<file path="config.mk">
export PLATFORM = sky130hd
export DESIGN_NAME = cmbt_top
export DESIGN_NICKNAME = d
export VERILOG_FILES = /design/src/core/cmbt_pkg.sv /design/src/core/cmbt_timing_if.sv /design/src/core/cmbt_top.sv /design/src/core/cmbt_wake_filter.sv /design/src/core/cmbt_bit_timing.sv
export SDC_FILE = /design/constraint.sdc
export NUM_CORES = 1
export LEC_CHECK = 0
export BUFFER_PORTS_ARGS = -buffer_cell sky130_fd_sc_hd__buf_2
export CORE_UTILIZATION = 67
export DETAILED_ROUTE_END_ITERATION = 6
export PLACE_DENSITY = 0.87
export SYNTH_ARGS = -nofsm -noshare
export SYNTH_HDL_FRONTEND = slang
export SYNTH_SLANG_ARGS = --single-unit
</file>
<file path="constraint.sdc">
create_clock -name REF_CLK -period 10.9 [get_ports REF_CLK]
set_input_delay 0.545 -clock REF_CLK [delete_from_list [all_inputs] [get_ports REF_CLK]]
set_output_delay 0.545 -clock REF_CLK [all_outputs]
set_load 0.005 [all_outputs]
</file>
<file path="src/core/cmbt_pkg.sv">
// Constants, types and helpers shared by the CAN mode and bit timing block.
// Summary of operation
// - Soft reset halts protocol, registers stay accessible.
// - Soft reset request aborts frames immediately.
// - Power-down follows host stop mode exactly.
// - Power-down entry aborts frames immediately.
// - Transmit pin recessive during power-down.
// - No register access during power-down.
// - Receive activity wakes host; data ignored.
// - Fully operational during host wait mode.
// - Optional glitch filter on receive while asleep.
// - One-bit timer pulse after valid frame.
// - Own transmitted frames also give the pulse.
// - Timer pulse gated by timer link enable.
// - Clock source select picks crystal or PLL.
// - Prescaler divides clock into time quanta.
// - Sync segment is one time quantum.
// - First segment programmable 4 to 16.
// - Second segment programmable 2 to 8.
// - Jump width programmable 1 to 4.
// - Sample at end of first segment.
// - New transmit bit at transmit point.
// - Block occupies an aligned 128-byte window.
// - Control, counters, filter, buffers at fixed offsets.
// - Mode from stop, sleep acknowledge, soft reset.
// - Wait 11 recessive bits after wakeup.
package cmbt_pkg;
  localparam logic [6:0] OFS_CTRL0 = 7'h00;
  localparam logic [6:0] OFS_CTRL1 = 7'h01;
  localparam logic [6:0] OFS_BTR0 = 7'h02;
  localparam logic [6:0] OFS_BTR1 = 7'h03;
  localparam logic [6:0] OFS_STAT = 7'h04;
  localparam logic [6:0] OFS_REC = 7'h0E;
  localparam logic [6:0] OFS_TEC = 7'h0F;
  localparam logic [6:0] OFS_FILT = 7'h10;
  localparam logic [6:0] OFS_FILT_END = 7'h17;
  localparam logic [6:0] OFS_RXBUF = 7'h40;
  localparam logic [6:0] OFS_TXBUF0 = 7'h50;
  localparam int C0_SRST = 0;
  localparam int C0_SLPRQ = 1;
  localparam int C0_TLINK = 2;
  localparam int C0_SLPACK = 4;
  localparam int C1_CLOCK_SOURCE_SELECT = 0;
  localparam int C1_WFILT = 1;
  localparam logic [7:0] CTRL0_RST = 8'h01;
  localparam logic [7:0] CTRL1_RST = 8'h00;
  localparam logic [7:0] BTR0_RST = 8'h00;
  localparam logic [7:0] BTR1_RST = 8'h00;
  localparam logic [4:0] SEG1_MIN = 5'h04;
  localparam logic [4:0] SEG2_MIN = 5'h02;
  localparam logic [3:0] SYNC_BITS = 4'hB;
  localparam logic [3:0] EOF_BITS = 4'h7;
  localparam logic [3:0] STUFF_BITS = 4'h6;
  localparam int CLK_PERIOD_NS = 100;
  localparam int WAKE_GLITCH_NS = 2000;
  localparam int WAKE_CYCLES = (WAKE_GLITCH_NS + CLK_PERIOD_NS - 1) / CLK_PERIOD_NS;
  typedef enum logic [1:0] {
    CMBT_NORMAL = 2'b00,
    CMBT_SLEEP = 2'b01,
    CMBT_SOFTRST = 2'b11,
    CMBT_PDOWN = 2'b10
  } cmbt_mode_t;
  // Segment length with its floor applied.
  function automatic logic [4:0] seg_len(input logic [4:0] len, input logic [4:0] lo);
    seg_len = (len < lo) ? lo : len;
  endfunction
endpackage

</file>
<file path="src/core/cmbt_timing_if.sv">
// Interface between the controller core and its bit timing engine.
`timescale 1ns/1ps
`default_nettype none
interface cmbt_timing_if;
  logic run;
  logic [5:0] prescale;
  logic [3:0] first_segment_length;
  logic [2:0] second_segment_length;
  logic [1:0] sjw;
  logic three;
  logic idle;
  logic rx;
  logic tq;
  logic sample;
  logic tx_pt;
  logic bit_val;
  modport timer (input run, prescale, first_segment_length, second_segment_length, sjw, three, idle, rx,
                 output tq, sample, tx_pt, bit_val);
  modport ctrl (output run, prescale, first_segment_length, second_segment_length, sjw, three, idle, rx,
                input tq, sample, tx_pt, bit_val);
endinterface
`default_nettype wire

</file>
<file path="src/core/cmbt_top.sv">
// CAN controller modes, wakeup, timer link, bit timing and memory map.
`timescale 1ns/1ps
`default_nettype none
module cmbt_top import cmbt_pkg::*; (
  input wire logic REF_CLK, // Module clock, 10 MHz.
  input wire logic RST_N, // Asynchronous reset, low active.
  input wire logic [6:0] ADDR, // Byte offset in window.
  input wire logic [7:0] WDATA, // Write data.
  input wire logic WR, // Write strobe.
  input wire logic RD, // Read strobe.
  output logic [7:0] RDATA, // Read data, cycle after RD.
  input wire logic STOP_MODE, // Host in stop mode.
  input wire logic CAN_RX, // Bus receive, low dominant.
  output logic CAN_TX, // Bus transmit, low dominant.
  input wire logic TX_REQ, // Engine is transmitting.
  input wire logic TX_DATA, // Next bit to send.
  output logic TX_POINT, // Transmit point strobe.
  output logic RX_BIT, // Last sampled bit.
  output logic RX_STROBE, // Sample strobe; RX_BIT takes the bit a cycle later.
  output logic BUS_SYNCED, // Bus integration done.
  input wire logic [7:0] REC, // Receive error count.
  input wire logic [7:0] TEC, // Transmit error count.
  input wire logic RXB_WE, // Receive buffer load.
  input wire logic [3:0] RXB_ADDR, // Receive buffer byte.
  input wire logic [7:0] RXB_DATA, // Receive buffer data.
  output logic WAKEUP, // Wakeup request to host.
  output logic TIMER_LINK, // Timer capture pulse.
  output logic CLOCK_SOURCE_SELECT, // High selects PLL.
  output logic [1:0] MODE // Operating mode code.
);
  logic rst_meta;
  logic rst_n;
  logic soft_reset_request;
  logic sleep_request;
  logic timer_link_enable;
  logic sleep_acknowledge;
  logic clock_source_select;
  logic wakeup_filter_select;
  logic [7:0] btr0;
  logic [7:0] btr1;
  logic [7:0] filt [0:7];
  logic [7:0] buf_mem [0:63];
  cmbt_mode_t mode;
  cmbt_mode_t next_mode;
  logic acc;
  logic wr_en;
  logic rd_en;
  logic cfg_wr;
  logic normal;
  logic asleep;
  logic wake;
  logic frame_active;
  logic frame_err;
  logic synced;
  logic run_val;
  logic [3:0] run_len;
  logic [3:0] next_len;
  logic eof_hit;
  logic tl_pend;
  logic tl_on;
  logic [7:0] next_rdata;
  cmbt_timing_if tif ();

  // Reset release through two flops; assertion stays asynchronous.
  always_ff @(posedge REF_CLK or negedge RST_N) begin
    if (!RST_N) begin
      rst_meta <= 1'b0;
      rst_n <= 1'b0;
    end else begin
      rst_meta <= 1'b1;
      rst_n <= rst_meta;
    end
  end

  // Mode decode; host wait mode is deliberately absent so nothing stalls.
  always_comb begin
    if (STOP_MODE) begin
      next_mode = CMBT_PDOWN;
    end else if (soft_reset_request) begin
      next_mode = CMBT_SOFTRST;
    end else if (sleep_acknowledge) begin
      next_mode = CMBT_SLEEP;
    end else begin
      next_mode = CMBT_NORMAL;
    end
  end

  // Mode is registered so every consumer sees one consistent value.
  always_ff @(posedge REF_CLK or negedge rst_n) begin
    if (!rst_n) begin
      mode <= CMBT_SOFTRST;
    end else begin
      mode <= next_mode;
    end
  end

  assign normal = (mode == CMBT_NORMAL) && !STOP_MODE && !soft_reset_request;
  assign asleep = (mode == CMBT_SLEEP) || (mode == CMBT_PDOWN);
  assign MODE = mode;

  // All clocks stop in power-down, so the port ignores every access.
  assign acc = (mode != CMBT_PDOWN) && !STOP_MODE;
  assign wr_en = WR && acc;
  assign rd_en = RD && acc;
  // Configuration is locked while the controller is on-line.
  assign cfg_wr = wr_en && (mode == CMBT_SOFTRST);

  // Control register 0: soft reset, sleep request and timer link.
  always_ff @(posedge REF_CLK or negedge rst_n) begin
    if (!rst_n) begin
      soft_reset_request <= CTRL0_RST[C0_SRST];
      sleep_request <= CTRL0_RST[C0_SLPRQ];
      timer_link_enable <= CTRL0_RST[C0_TLINK];
    end else if (wr_en && ADDR == OFS_CTRL0) begin
      soft_reset_request <= WDATA[C0_SRST];
      sleep_request <= WDATA[C0_SLPRQ];
      timer_link_enable <= WDATA[C0_TLINK];
    end else if (wake && mode == CMBT_SLEEP) begin
      sleep_request <= 1'b0;
    end
  end

  // Sleep is entered only between frames; bus wake or soft reset leaves.
  always_ff @(posedge REF_CLK or negedge rst_n) begin
    if (!rst_n) begin
      sleep_acknowledge <= CTRL0_RST[C0_SLPACK];
    end else if (!sleep_request || soft_reset_request || wake) begin
      sleep_acknowledge <= 1'b0;
    end else if (!frame_active && !TX_REQ) begin
      sleep_acknowledge <= 1'b1;
    end
  end

  // Control register 1: clock source and wakeup filter.
  always_ff @(posedge REF_CLK or negedge rst_n) begin
    if (!rst_n) begin
      clock_source_select <= CTRL1_RST[C1_CLOCK_SOURCE_SELECT];
      wakeup_filter_select <= CTRL1_RST[C1_WFILT];
    end else if (cfg_wr && ADDR == OFS_CTRL1) begin
      clock_source_select <= WDATA[C1_CLOCK_SOURCE_SELECT];
      wakeup_filter_select <= WDATA[C1_WFILT];
    end
  end

  assign CLOCK_SOURCE_SELECT = clock_source_select;

  // Bus timing registers.
  always_ff @(posedge REF_CLK or negedge rst_n) begin
    if (!rst_n) begin
      btr0 <= BTR0_RST;
      btr1 <= BTR1_RST;
    end else if (cfg_wr) begin
      if (ADDR == OFS_BTR0) begin
        btr0 <= WDATA;
      end
      if (ADDR == OFS_BTR1) begin
        btr1 <= WDATA;
      end
    end
  end

  // Identifier filter bytes, held for the acceptance logic.
  always_ff @(posedge REF_CLK or negedge rst_n) begin
    if (!rst_n) begin
      for (int i = 0; i < 8; i++) begin
        filt[i] <= 8'h00;
      end
    end else if (cfg_wr && ADDR >= OFS_FILT && ADDR <= OFS_FILT_END) begin
      filt[ADDR[2:0]] <= WDATA;
    end
  end

  // Message buffers: receive part is loaded by the engine only.
  always_ff @(posedge REF_CLK) begin
    if (RXB_WE) begin
      buf_mem[{2'b00, RXB_ADDR}] <= RXB_DATA;
    end
    if (wr_en && ADDR >= OFS_TXBUF0) begin
      buf_mem[ADDR[5:0]] <= WDATA;
    end
  end

  // Read decode over the 128-byte window; holes read zero.
  always_comb begin
    next_rdata = 8'h00;
    if (ADDR >= OFS_RXBUF) begin
      next_rdata = buf_mem[ADDR[5:0]];
    end else if (ADDR >= OFS_FILT && ADDR <= OFS_FILT_END) begin
      next_rdata = filt[ADDR[2:0]];
    end else begin
      case (ADDR)
        OFS_CTRL0: begin
          next_rdata = {3'b000, sleep_acknowledge, 1'b0, timer_link_enable,
                        sleep_request, soft_reset_request};
        end
        OFS_CTRL1: begin
          next_rdata = {6'h00, wakeup_filter_select, clock_source_select};
        end
        OFS_BTR0: begin
          next_rdata = btr0;
        end
        OFS_BTR1: begin
          next_rdata = btr1;
        end
        OFS_STAT: begin
          next_rdata = {3'b000, frame_err, frame_active, synced, mode};
        end
        OFS_REC: begin
          next_rdata = REC;
        end
        OFS_TEC: begin
          next_rdata = TEC;
        end
        default: begin
          next_rdata = 8'h00;
        end
      endcase
    end
  end

  // Read data stands only in the cycle after the strobe.
  always_ff @(posedge REF_CLK or negedge rst_n) begin
    if (!rst_n) begin
      RDATA <= 8'h00;
    end else if (rd_en) begin
      RDATA <= next_rdata;
    end else begin
      RDATA <= 8'h00;
    end
  end

  // Bit timing engine runs only in normal mode.
  assign tif.run = normal;
  assign tif.prescale = btr0[5:0];
  assign tif.sjw = btr0[7:6];
  assign tif.first_segment_length = btr1[3:0];
  assign tif.second_segment_length = btr1[6:4];
  assign tif.three = btr1[7];
  assign tif.idle = !frame_active;
  assign tif.rx = CAN_RX;

  cmbt_bit_timing u_timing (
    .clk(REF_CLK),
    .rst_n(rst_n),
    .t(tif.timer)
  );

  cmbt_wake_filter #(
    .CYCLES(WAKE_CYCLES)
  ) u_wake (
    .clk(REF_CLK),
    .rst_n(rst_n),
    .asleep(asleep),
    .filt(wakeup_filter_select),
    .rx(CAN_RX),
    .wake(wake)
  );

  assign WAKEUP = wake && (mode == CMBT_PDOWN);

  // Run length of equal sampled bits, saturating at the sync count.
  assign next_len = (tif.bit_val == run_val) ? ((run_len == SYNC_BITS) ? run_len : run_len + 4'h1) : 4'h1;
  assign eof_hit = tif.bit_val && (run_val == 1'b1) && (run_len == EOF_BITS - 4'h1);

  // The sampler's value lands one cycle after the sample strobe.
  logic smp_d;
  always_ff @(posedge REF_CLK or negedge rst_n) begin
    if (!rst_n) begin
      smp_d <= 1'b0;
    end else begin
      smp_d <= tif.sample && normal;
    end
  end

  always_ff @(posedge REF_CLK or negedge rst_n) begin
    if (!rst_n) begin
      run_val <= 1'b1;
      run_len <= 4'h0;
    end else if (!normal) begin
      run_len <= 4'h0;
    end else if (smp_d) begin
      run_val <= tif.bit_val;
      run_len <= next_len;
    end
  end

  // Integration: data is ignored until 11 recessive bits are seen.
  always_ff @(posedge REF_CLK or negedge rst_n) begin
    if (!rst_n) begin
      synced <= 1'b0;
    end else if (!normal) begin
      synced <= 1'b0;
    end else if (smp_d && tif.bit_val && run_val && next_len == SYNC_BITS) begin
      synced <= 1'b1;
    end
  end

  assign BUS_SYNCED = synced;

  // Frame tracker; leaving normal mode drops a frame at once.
  always_ff @(posedge REF_CLK or negedge rst_n) begin
    if (!rst_n) begin
      frame_active <= 1'b0;
      frame_err <= 1'b0;
    end else if (!normal) begin
      frame_active <= 1'b0;
    end else if (smp_d) begin
      if (!frame_active) begin
        if (synced && !tif.bit_val) begin
          frame_active <= 1'b1;
          frame_err <= 1'b0;
        end
      end else if (eof_hit) begin
        frame_active <= 1'b0;
      end else if (!tif.bit_val && !run_val && next_len == STUFF_BITS) begin
        frame_err <= 1'b1;
      end
    end
  end

  // Pulse starts at the boundary after end of frame and lasts one bit.
  // Own frames are seen by the receiver too, so they pulse alike.
  always_ff @(posedge REF_CLK or negedge rst_n) begin
    if (!rst_n) begin
      tl_pend <= 1'b0;
      tl_on <= 1'b0;
    end else if (!normal) begin
      tl_pend <= 1'b0;
      tl_on <= 1'b0;
    end else begin
      if (smp_d && frame_active && eof_hit && !frame_err) begin
        tl_pend <= 1'b1;
      end else if (tif.tx_pt) begin
        tl_pend <= 1'b0;
      end
      if (tif.tx_pt) begin
        tl_on <= tl_pend;
      end
    end
  end

  // Registered so the capture input sees one clean rising edge.
  always_ff @(posedge REF_CLK or negedge rst_n) begin
    if (!rst_n) begin
      TIMER_LINK <= 1'b0;
    end else begin
      TIMER_LINK <= tl_on && timer_link_enable;
    end
  end

  // Transmit pin: new bit at the transmit point, recessive off-line.
  always_ff @(posedge REF_CLK or negedge rst_n) begin
    if (!rst_n) begin
      CAN_TX <= 1'b1;
    end else if (!normal || !synced) begin
      CAN_TX <= 1'b1;
    end else if (tif.tx_pt) begin
      CAN_TX <= TX_REQ ? TX_DATA : 1'b1;
    end
  end

  assign TX_POINT = tif.tx_pt && synced;
  assign RX_STROBE = smp_d && synced;

  // Sampled bit exposed for the protocol engine.
  always_ff @(posedge REF_CLK or negedge rst_n) begin
    if (!rst_n) begin
      RX_BIT <= 1'b1;
    end else if (smp_d && synced) begin
      RX_BIT <= tif.bit_val;
    end
  end

endmodule // cmbt_top
`default_nettype wire

</file>
<file path="src/core/cmbt_wake_filter.sv">
// Receive-line wakeup detector with optional glitch filter.
`timescale 1ns/1ps
`default_nettype none
module cmbt_wake_filter import cmbt_pkg::*; #(
  parameter int CYCLES = WAKE_CYCLES
) (
  input wire logic clk, // Module clock.
  input wire logic rst_n, // Synchronised reset, low active.
  input wire logic asleep, // Sleep or power-down active.
  input wire logic filt, // Glitch filter selected.
  input wire logic rx, // Receive line, low is dominant.
  output logic wake // Wakeup level.
);
  logic [7:0] cnt;
  // A dominant run must last CYCLES clocks when filtering, else one clock.
  always_ff @(posedge clk or negedge rst_n) begin
    if (!rst_n) begin
      cnt <= 8'h00;
    end else if (!asleep || rx) begin
      cnt <= 8'h00;
    end else if (cnt != 8'hFF) begin
      cnt <= cnt + 8'h01;
    end
  end
  // Wake stays up until the controller leaves its low-power mode.
  always_ff @(posedge clk or negedge rst_n) begin
    if (!rst_n) begin
      wake <= 1'b0;
    end else if (!asleep) begin
      wake <= 1'b0;
    end else if (cnt >= (filt ? 8'(CYCLES) : 8'h01)) begin
      wake <= 1'b1;
    end
  end
endmodule // cmbt_wake_filter
`default_nettype wire

</file>
<file path="src/core/cmbt_bit_timing.sv">
// Time quantum prescaler, bit segment counter and bus sampler.
`timescale 1ns/1ps
`default_nettype none
module cmbt_bit_timing import cmbt_pkg::*; (
  input wire logic clk, // Module clock.
  input wire logic rst_n, // Synchronised reset, low active.
  cmbt_timing_if.timer t // Configuration in, strobes out.
);
  logic [5:0] pre;
  logic [4:0] cnt;
  logic [4:0] s1;
  logic [4:0] s2;
  logic [4:0] jw;
  logic [4:0] last;
  logic rx_d;
  logic fall;
  logic [1:0] hist;
  // Field plus one gives the length; floors keep segments legal.
  assign s1 = seg_len({1'b0, t.first_segment_length} + 5'h01, SEG1_MIN);
  assign s2 = seg_len({2'b00, t.second_segment_length} + 5'h01, SEG2_MIN);
  assign jw = {3'b000, t.sjw} + 5'h01;
  assign last = s1 + s2;
  assign fall = t.run & rx_d & ~t.rx;
  assign t.tq = t.run & (pre == 6'h00);
  assign t.sample = t.tq & (cnt == s1);
  assign t.tx_pt = t.tq & (cnt == last);
  // Prescaler restarts on a hard sync so quanta align to the edge.
  always_ff @(posedge clk or negedge rst_n) begin
    if (!rst_n) begin
      pre <= 6'h00;
    end else if (!t.run || (fall && t.idle) || pre == 6'h00) begin
      pre <= t.prescale;
    end else begin
      pre <= pre - 6'h01;
    end
  end
  // Count 0 is the sync quantum; resync is bounded by the jump width.
  always_ff @(posedge clk or negedge rst_n) begin
    if (!rst_n) begin
      cnt <= 5'h00;
    end else if (!t.run) begin
      cnt <= 5'h00;
    end else if (fall && t.idle) begin
      cnt <= 5'h01;
    end else if (fall && cnt != 5'h00 && cnt <= s1) begin
      cnt <= (cnt > jw) ? cnt - jw : 5'h01;
    end else if (fall && cnt > s1) begin
      cnt <= (last + 5'h01 - cnt <= jw) ? 5'h01 : cnt + jw;
    end else if (t.tq) begin
      cnt <= (cnt == last) ? 5'h00 : cnt + 5'h01;
    end
  end
  // Edge detector and the two earlier quantum samples.
  always_ff @(posedge clk or negedge rst_n) begin
    if (!rst_n) begin
      rx_d <= 1'b1;
      hist <= 2'b11;
    end else begin
      rx_d <= t.rx;
      if (t.tq) begin
        hist <= {hist[0], t.rx};
      end
    end
  end
  // Three-sample mode takes a majority, the third sample being now.
  always_ff @(posedge clk or negedge rst_n) begin
    if (!rst_n) begin
      t.bit_val <= 1'b1;
    end else if (t.sample) begin
      t.bit_val <= t.three ? ((hist[1] & hist[0]) | (hist[1] & t.rx) | (hist[0] & t.rx))
                           : t.rx;
    end
  end
endmodule // cmbt_bit_timing
`default_nettype wire

</file>
; After elaboration in Yosys (flattened, before gate mapping)
; Memory sizes are Yosys's and may differ from the RTL's.
; Index checks and enable logic that the tools add are counted.
[word_totals]
inputBits = 52
out_inout_bits = 18
wordCells = 229
memories = 1
reg_bits = 136
mem_bits_rw = 512
[mem_list]
columns = name, depth, word_bits, read_ports, rd_clocked_by_memory_dff, write_ports, line
row1 = buf_mem, 64, 8, 1, 0, 2, cmbt_top.sv:42  ; logic [7:0] buf_mem [0:63];
[classes]
bitwise = 12
add_sub_neg = 12
n_mux = 61
n_lt_le_gt_ge = 13
reduce_logical = 66
n_eq_ne = 26
[ops]
columns = operator, count
row1 = $bwmux 64, 1
row2 = $mux 8, 8
row3 = $pmux 8 s7, 1
row4 = $mux 5, 11
row5 = $logic_and 1x1->1, 35
row6 = $mux 1, 31
row7 = $bmux 8 s3, 1
row8 = $demux 8 s3, 1
row9 = $mux 4, 4
row10 = $eq 7x2->1 const B, 2
row11 = $eq 7x4->1 const B, 2
row12 = $ge 7x7->1 const B, 2
row13 = $logic_not 1->1, 11
row14 = $add 5x1->5 const B, 2
row15 = $add 5x5->5, 2
row16 = $eq 5x5->1, 2
row17 = $gt 5x5->1, 2
row18 = $le 5x5->1, 2
row19 = $reduce_bool 2->1, 5
row20 = $sub 5x5->5, 2
row21 = $add 8x1->8 const B, 1
row22 = $and 1x1->1, 8
row23 = $eq 4x3->1 const B, 2
row24 = $eq 4x4->1 const B, 2
row25 = other kinds (34), 50

; Depth between registers and ports, before layout
[logic_depth]
ltp_word = 12
mapped_depth = 18
depth_no_buf = 18

; Cells and area by module
; Synthesis repeated with hierarchy kept, for this count alone.
[hier_totals]
cells_unflattened = 1839
hier_area_um2 = 28581.2
[by_module_without_submodules]
columns = module, n_inst, seq_area_each_um2, cells_each, area_each_um2
row1 = cmbt_top, 1, 18184.9, 1556, 26181.4
row2 = cmbt_bit_timing, 1, 380.4, 227, 1875.5
row3 = cmbt_wake_filter, 1, 225.2, 56, 524.3

; Worst setup path before layout
; No wires, ideal clock.
[synth_path]
kind = register to register
start = reg btr1[0]
end = reg u_timing.cnt[4]
required_ns = 10.776
slack_ns = 6.913
synth_period_minus_slack_ns = 3.987
setup_ns = 0.124
n_path_buf = 0
stages_incl_launch_ff = 19
arrival_time_ns = 3.863
cell_sequence = dfrtp_1 ha_1 nor2_1 inv_1 a21oi_1 nor2_1 ha_1 inv_1 fa_1 ha_1 inv_1 ha_1 fa_1 ha_1 o21a_1 o21ai_0 a31o_4 o221ai_1 a211o_1
[synth_between]
elab_chain_len = 12
elab_cells_between_ends = 20
classes_between = 4 x add/sub / 4 x order compare / 2 x eq/ne / 8 x mux / 2 x reduce/logical
[synth_lines]
columns = element, line
row1 = start: declaration, cmbt_top.sv:40  ; logic [7:0] btr1;
row2 = start signal: assignment, cmbt_top.sv:151  ; btr1 <= BTR1_RST;
row3 = start signal: assignment, cmbt_top.sv:157  ; btr1 <= WDATA;
row4 = $add 4x1->5 (*), cmbt_bit_timing.sv:19  ; assign s1 = seg_len({1'b0, t.first_segment_length} + 5'h01, SEG1_MIN);
row5 = $lt 5x3->1, cmbt_pkg.sv:65  ; seg_len = (len < lo) ? lo : len;
row6 = $mux 5 (*), cmbt_pkg.sv:65
row7 = $add 5x5->5, cmbt_bit_timing.sv:22  ; assign last = s1 + s2;
row8 = $add 5x1->5, cmbt_bit_timing.sv:48  ; cnt <= (last + 5'h01 - cnt <= jw) ? 5'h01 : cnt + jw;
row9 = $sub 5x5->5, cmbt_bit_timing.sv:48
row10 = $le 5x5->1, cmbt_bit_timing.sv:48
row11 = $mux 5, cmbt_bit_timing.sv:48
row12 = $mux 5, cmbt_bit_timing.sv:47  ; end else if (fall && cnt > s1) begin
row13 = $mux 5, cmbt_bit_timing.sv:45  ; end else if (fall && cnt != 5'h00 && cnt <= s1) begin
row14 = $mux 5, cmbt_bit_timing.sv:43  ; end else if (fall && t.idle) begin
row15 = $mux 5, cmbt_bit_timing.sv:41  ; end else if (!t.run) begin
row16 = end signal: assignment, cmbt_bit_timing.sv:46  ; cnt <= (cnt > jw) ? cnt - jw : 5'h01;
row17 = end signal: assignment, cmbt_bit_timing.sv:48
row18 = end signal: assignment, cmbt_bit_timing.sv:50  ; cnt <= (cnt == last) ? 5'h00 : cnt + 5'h01;
row19 = end: declaration, cmbt_bit_timing.sv:10  ; logic [4:0] cnt;
; Mark *: on every way between the ends. The rest lies on a longest branch, timed or not. The select of a mux whose other input is x is not followed.
; A chain may end at the register's enable or synchronous reset.

; Final worst setup path
[layout_path]
start = reg btr1[0]
end = out TX_POINT
[layout_between]
elab_chain_len = 7
[layout_lines]
columns = element, line
row1 = $add 4x1->5 (*), cmbt_bit_timing.sv:19
row2 = $lt 5x3->1, cmbt_pkg.sv:65
row3 = $mux 5 (*), cmbt_pkg.sv:65
row4 = $add 5x5->5 (*), cmbt_bit_timing.sv:22
row5 = $eq 5x5->1 (*), cmbt_bit_timing.sv:26  ; assign t.tx_pt = t.tq & (cnt == last);
row6 = $and 1x1->1 (*), cmbt_bit_timing.sv:26
row7 = $logic_and 1x1->1 (*), cmbt_top.sv:362  ; assign TX_POINT = tif.tx_pt && synced;
row8 = end: declaration, cmbt_top.sv:17  ; output logic TX_POINT,
; Mark *: on every way between the ends. The rest lies on a longest branch, timed or not.

==> results.md <==
- Slew Viols, Final: 0
- Buffers on Ports: 69
- Hold path startpoint: CAN_RX
- First-pass GRT wire length: 106000 µm
- Initial antenna violation count: 2
- Tot Pwr: 0.00509 W
- Clock Latency Late Sink: 640 ps
- Rel. slew slack: 17.2%
- Iteration-0 DRC Markers: 2763
- Root buf cell: clkbuf_16
- Initial Util: 68.5%
- Boundary Pins: 70
- CTS tree: done
- Synth top area share: 54.5%
- Worst EP required: 10360 ps
- Slew @ Worst Pin: 1240 ps
- Post-Syn Instances: 1700
- Post-route DRC: 66
- Clk sinks: 648
- P&R area growth vs syn: 7.33%
- Crit path time final: 4720 ps
- CP bufs+invs: 2
- Synthesized area per cell: 16.6 µm²
- Leak: 10.7 nW
- Crit path kind: register to primary output
- Seq/Total Area, Yosys: 66.6%
- Vias/cell: 7.23
- DRT Wirelength: 70800 µm
- Post-synth ARST share: 21.0%
- Die area: 0.0430 mm²
- Worst Path Arrival: 4170 ps
- # rows: 74
- Crit-path cells: ha_1 -> nand2_1 -> a21oi_1 -> nor2_1 -> o21ai_0 -> inv_1 -> ha_1 -> a21o_1 -> a21oi_1 -> xnor2_1 -> ha_1 -> nand2_1 -> nor3_1 -> nand2_1 -> nor2_1 -> and2_1 -> buf_2
- Pin count of the biggest net entering global routing: 71
- Worst Setup Start Kind: register
- Layout Skew: 25.0 ps
- ANT cells: 0
- Layout Nets: 1721
- Total gr overflow: 0
- Fraction of layout cells with a size suffix above 1: 27.1%
- Post-DP HPWL: 40400 µm
- Overall routing resource usage: 34.0%
- CP delay by family, top: simple AND/OR/NAND/NOR gates
- Final period util: 43.3%
- Pwr per Cell Area: 168 mW/mm²
- Clock Pin Slew Worst Setup and Hold Paths: 60 ps
- Final hold viol count: 0
- Reg2reg start: btr1[0]
- Max Cap Viol: 0
- Unrepaired setup endpoints after global routing: no
- Dominant cell type by area after synthesis: edfxtp_1
- Max incr delay on CP: 470 ps
- Layout fillers: 2157
- Crit. End Element: primary output
- Core ar.: 0.0412 mm²
- Worst setup path startpoint: btr1[0]
- Post-CTS setup buffers: 0
- Die Y: 207 µm
- Vias in the first global route: 16317
- Final setup viols: 0
- Largest fanout on the critical path: 7
- Failing checks: DRC
- First-pass detailed-route iteration total: 7
- Yosys warnings: 0
- Fmax: 0.212 GHz
- EDFF count, synth: 512
- H-tree levels: 2
- Die width: 207 µm
- Setup tns final: 0 ps
- CP max stage cell: dfrtp_1
- Post-CTS Hold Fix Bufs: 1
- Status: complete, but fails checks
- Detail Route Antenna Nets: 0
- Seq cells post-synth: 648
- Prevailing post-synth register cell: edfxtp_1
- Vias: 15910
- R2r setup slk: 6570 ps
- Syn nets: 1800
- RD Place Congestion: 0.916
- HP Class: input port to register
- CTS Buf Count: 60
- DR WL/cell: 32.2 µm
- CTS max path bufs: 3
- Ranking of synthesized cells by area: edfxtp_1 (54%), mux4_2 (14%), dfrtp_1 (11%)
- Netlist cell types: 71
- VDD IR max: 0.128 mV
- Mapped Area: 0.0282 mm²
- Resized Gates After CTS: 0
==> layer usage <==
layer	up-vias	track usage [%]	part of all wire (%)
met4	4	14.4	4.5
met5	-	0	0.035
met1	7977	45.6	36
met2	1368	52.9	47
li1	6297	-	-
met3	264	10.0	13
==> placed cells by master, fill, tap and decap left out, drive strengths merged, types with 10 or more instances in the layout <==
master | synthesis | layout
a21oi | 24 | 24
buf | 51 | 78
clkbuf | 169 | 81
clkinv | 0 | 22
dfrtp | 126 | 126
dfstp | 10 | 10
edfxtp | 512 | 512
ha | 44 | 44
inv | 34 | 36
mux2 | 83 | 83
mux2i | 36 | 36
mux4 | 171 | 171
nand2 | 51 | 51
nand2b | 14 | 14
nand3 | 32 | 32
nor2 | 123 | 123
nor3 | 21 | 21
o21ai | 36 | 36
o22ai | 11 | 11
xnor2 | 16 | 16
==> report_power, final <==
| part | internal, W | switching, W | leakage (nW) | total, W |
|---|---|---|---|---|
| combinational | 0.000113 | 0.000191 | 3.33 | 0.000305 |
| sequential | 0.00270 | 0.0000188 | 6.46 | 0.00272 |
| clock | 0.00115 | 0.000921 | 0.938 | 0.00207 |
| total | 0.00396 | 0.00113 | 10.7 | 0.00509 |
==> synthesized netlist by cell type (all sizes together), types with 10 or more instances <==
cell	n
nor2	123
dfrtp	126
edfxtp	512
nand3	32
o22ai	11
a21oi	24
mux2i	36
ha	44
nor3	21
buf	51
nand2b	14
mux2	83
inv	34
o21ai	36
clkbuf	169
nand2	51
dfstp	10
xnor2	16
mux4	171
==> stage by stage <==
step	worst slack (ps)	hold WS, ps	instance area, µm²	utilization, %	std cells
6_report	6180	84.0	30300	73.5	2201
5_1_grt	5930	71.2	30300	73.5	2201
4_1_cts	6210	68.5	30300	73.5	2201
3_5_place_dp	6600	335	28400	68.9	2090
3_3_place_gp	6670	330	28400	68.9	2090
2_1_floorplan	6850	249	28200	-	1700
==> kinds of logic (layout without fill, tap and decap cells) <==
| logic type | count (synthesis) | count (layout) | share of synthesized area [%] |
|---|---|---|---|
| AO/OA/AOI/OAI | 134 | 134 | 3.20 |
| XOR/XNOR | 23 | 23 | 0.714 |
| adder cells (fa/ha/maj) | 48 | 48 | 2.23 |
| buffers and inverters | 254 | 223 | 3.90 |
| flip-flops | 648 | 648 | 66.6 |
| multiplexers | 290 | 290 | 18.2 |
| other | 1 | 1 | 0.0133 |
| AND/OR/NAND/NOR | 302 | 302 | 5.15 |
==> flip-flops by register name (all words and copies together), names as in the netlist, 2 cells and up <==
register,cells
btr0,8
MODE,2
RDATA,8
buf_mem,512
filt,64
u_timing.pre,6
run_len,4
u_timing.hist,2
u_wake.cnt,8
btr1,8
u_timing.cnt,5
==> path summary, 6_finish.rpt <==
path / to / cells past startpoint
max: TX_POINT / 17
min: u_timing.rx_d / 1
max reg2reg: u_timing.cnt[4] / 18
min reg2reg: rst_n / 0
min in group asynchronous: rst_n / 2
max in group asynchronous: btr1[3] / 1
==> area by class of cell <==
type	count	area [µm²]	area share (%)
Sequential cell	648	18800	62.0
Multi-Input combinational cell	798	8370	27.6
Clock buffer	81	1670	5.53
Tap cell	532	666	2.20
Timing Repair Buffer	79	439	1.45
Clock inverter	29	230	0.760
Inverter	34	128	0.421
Power figures use the tool's default switching activity.
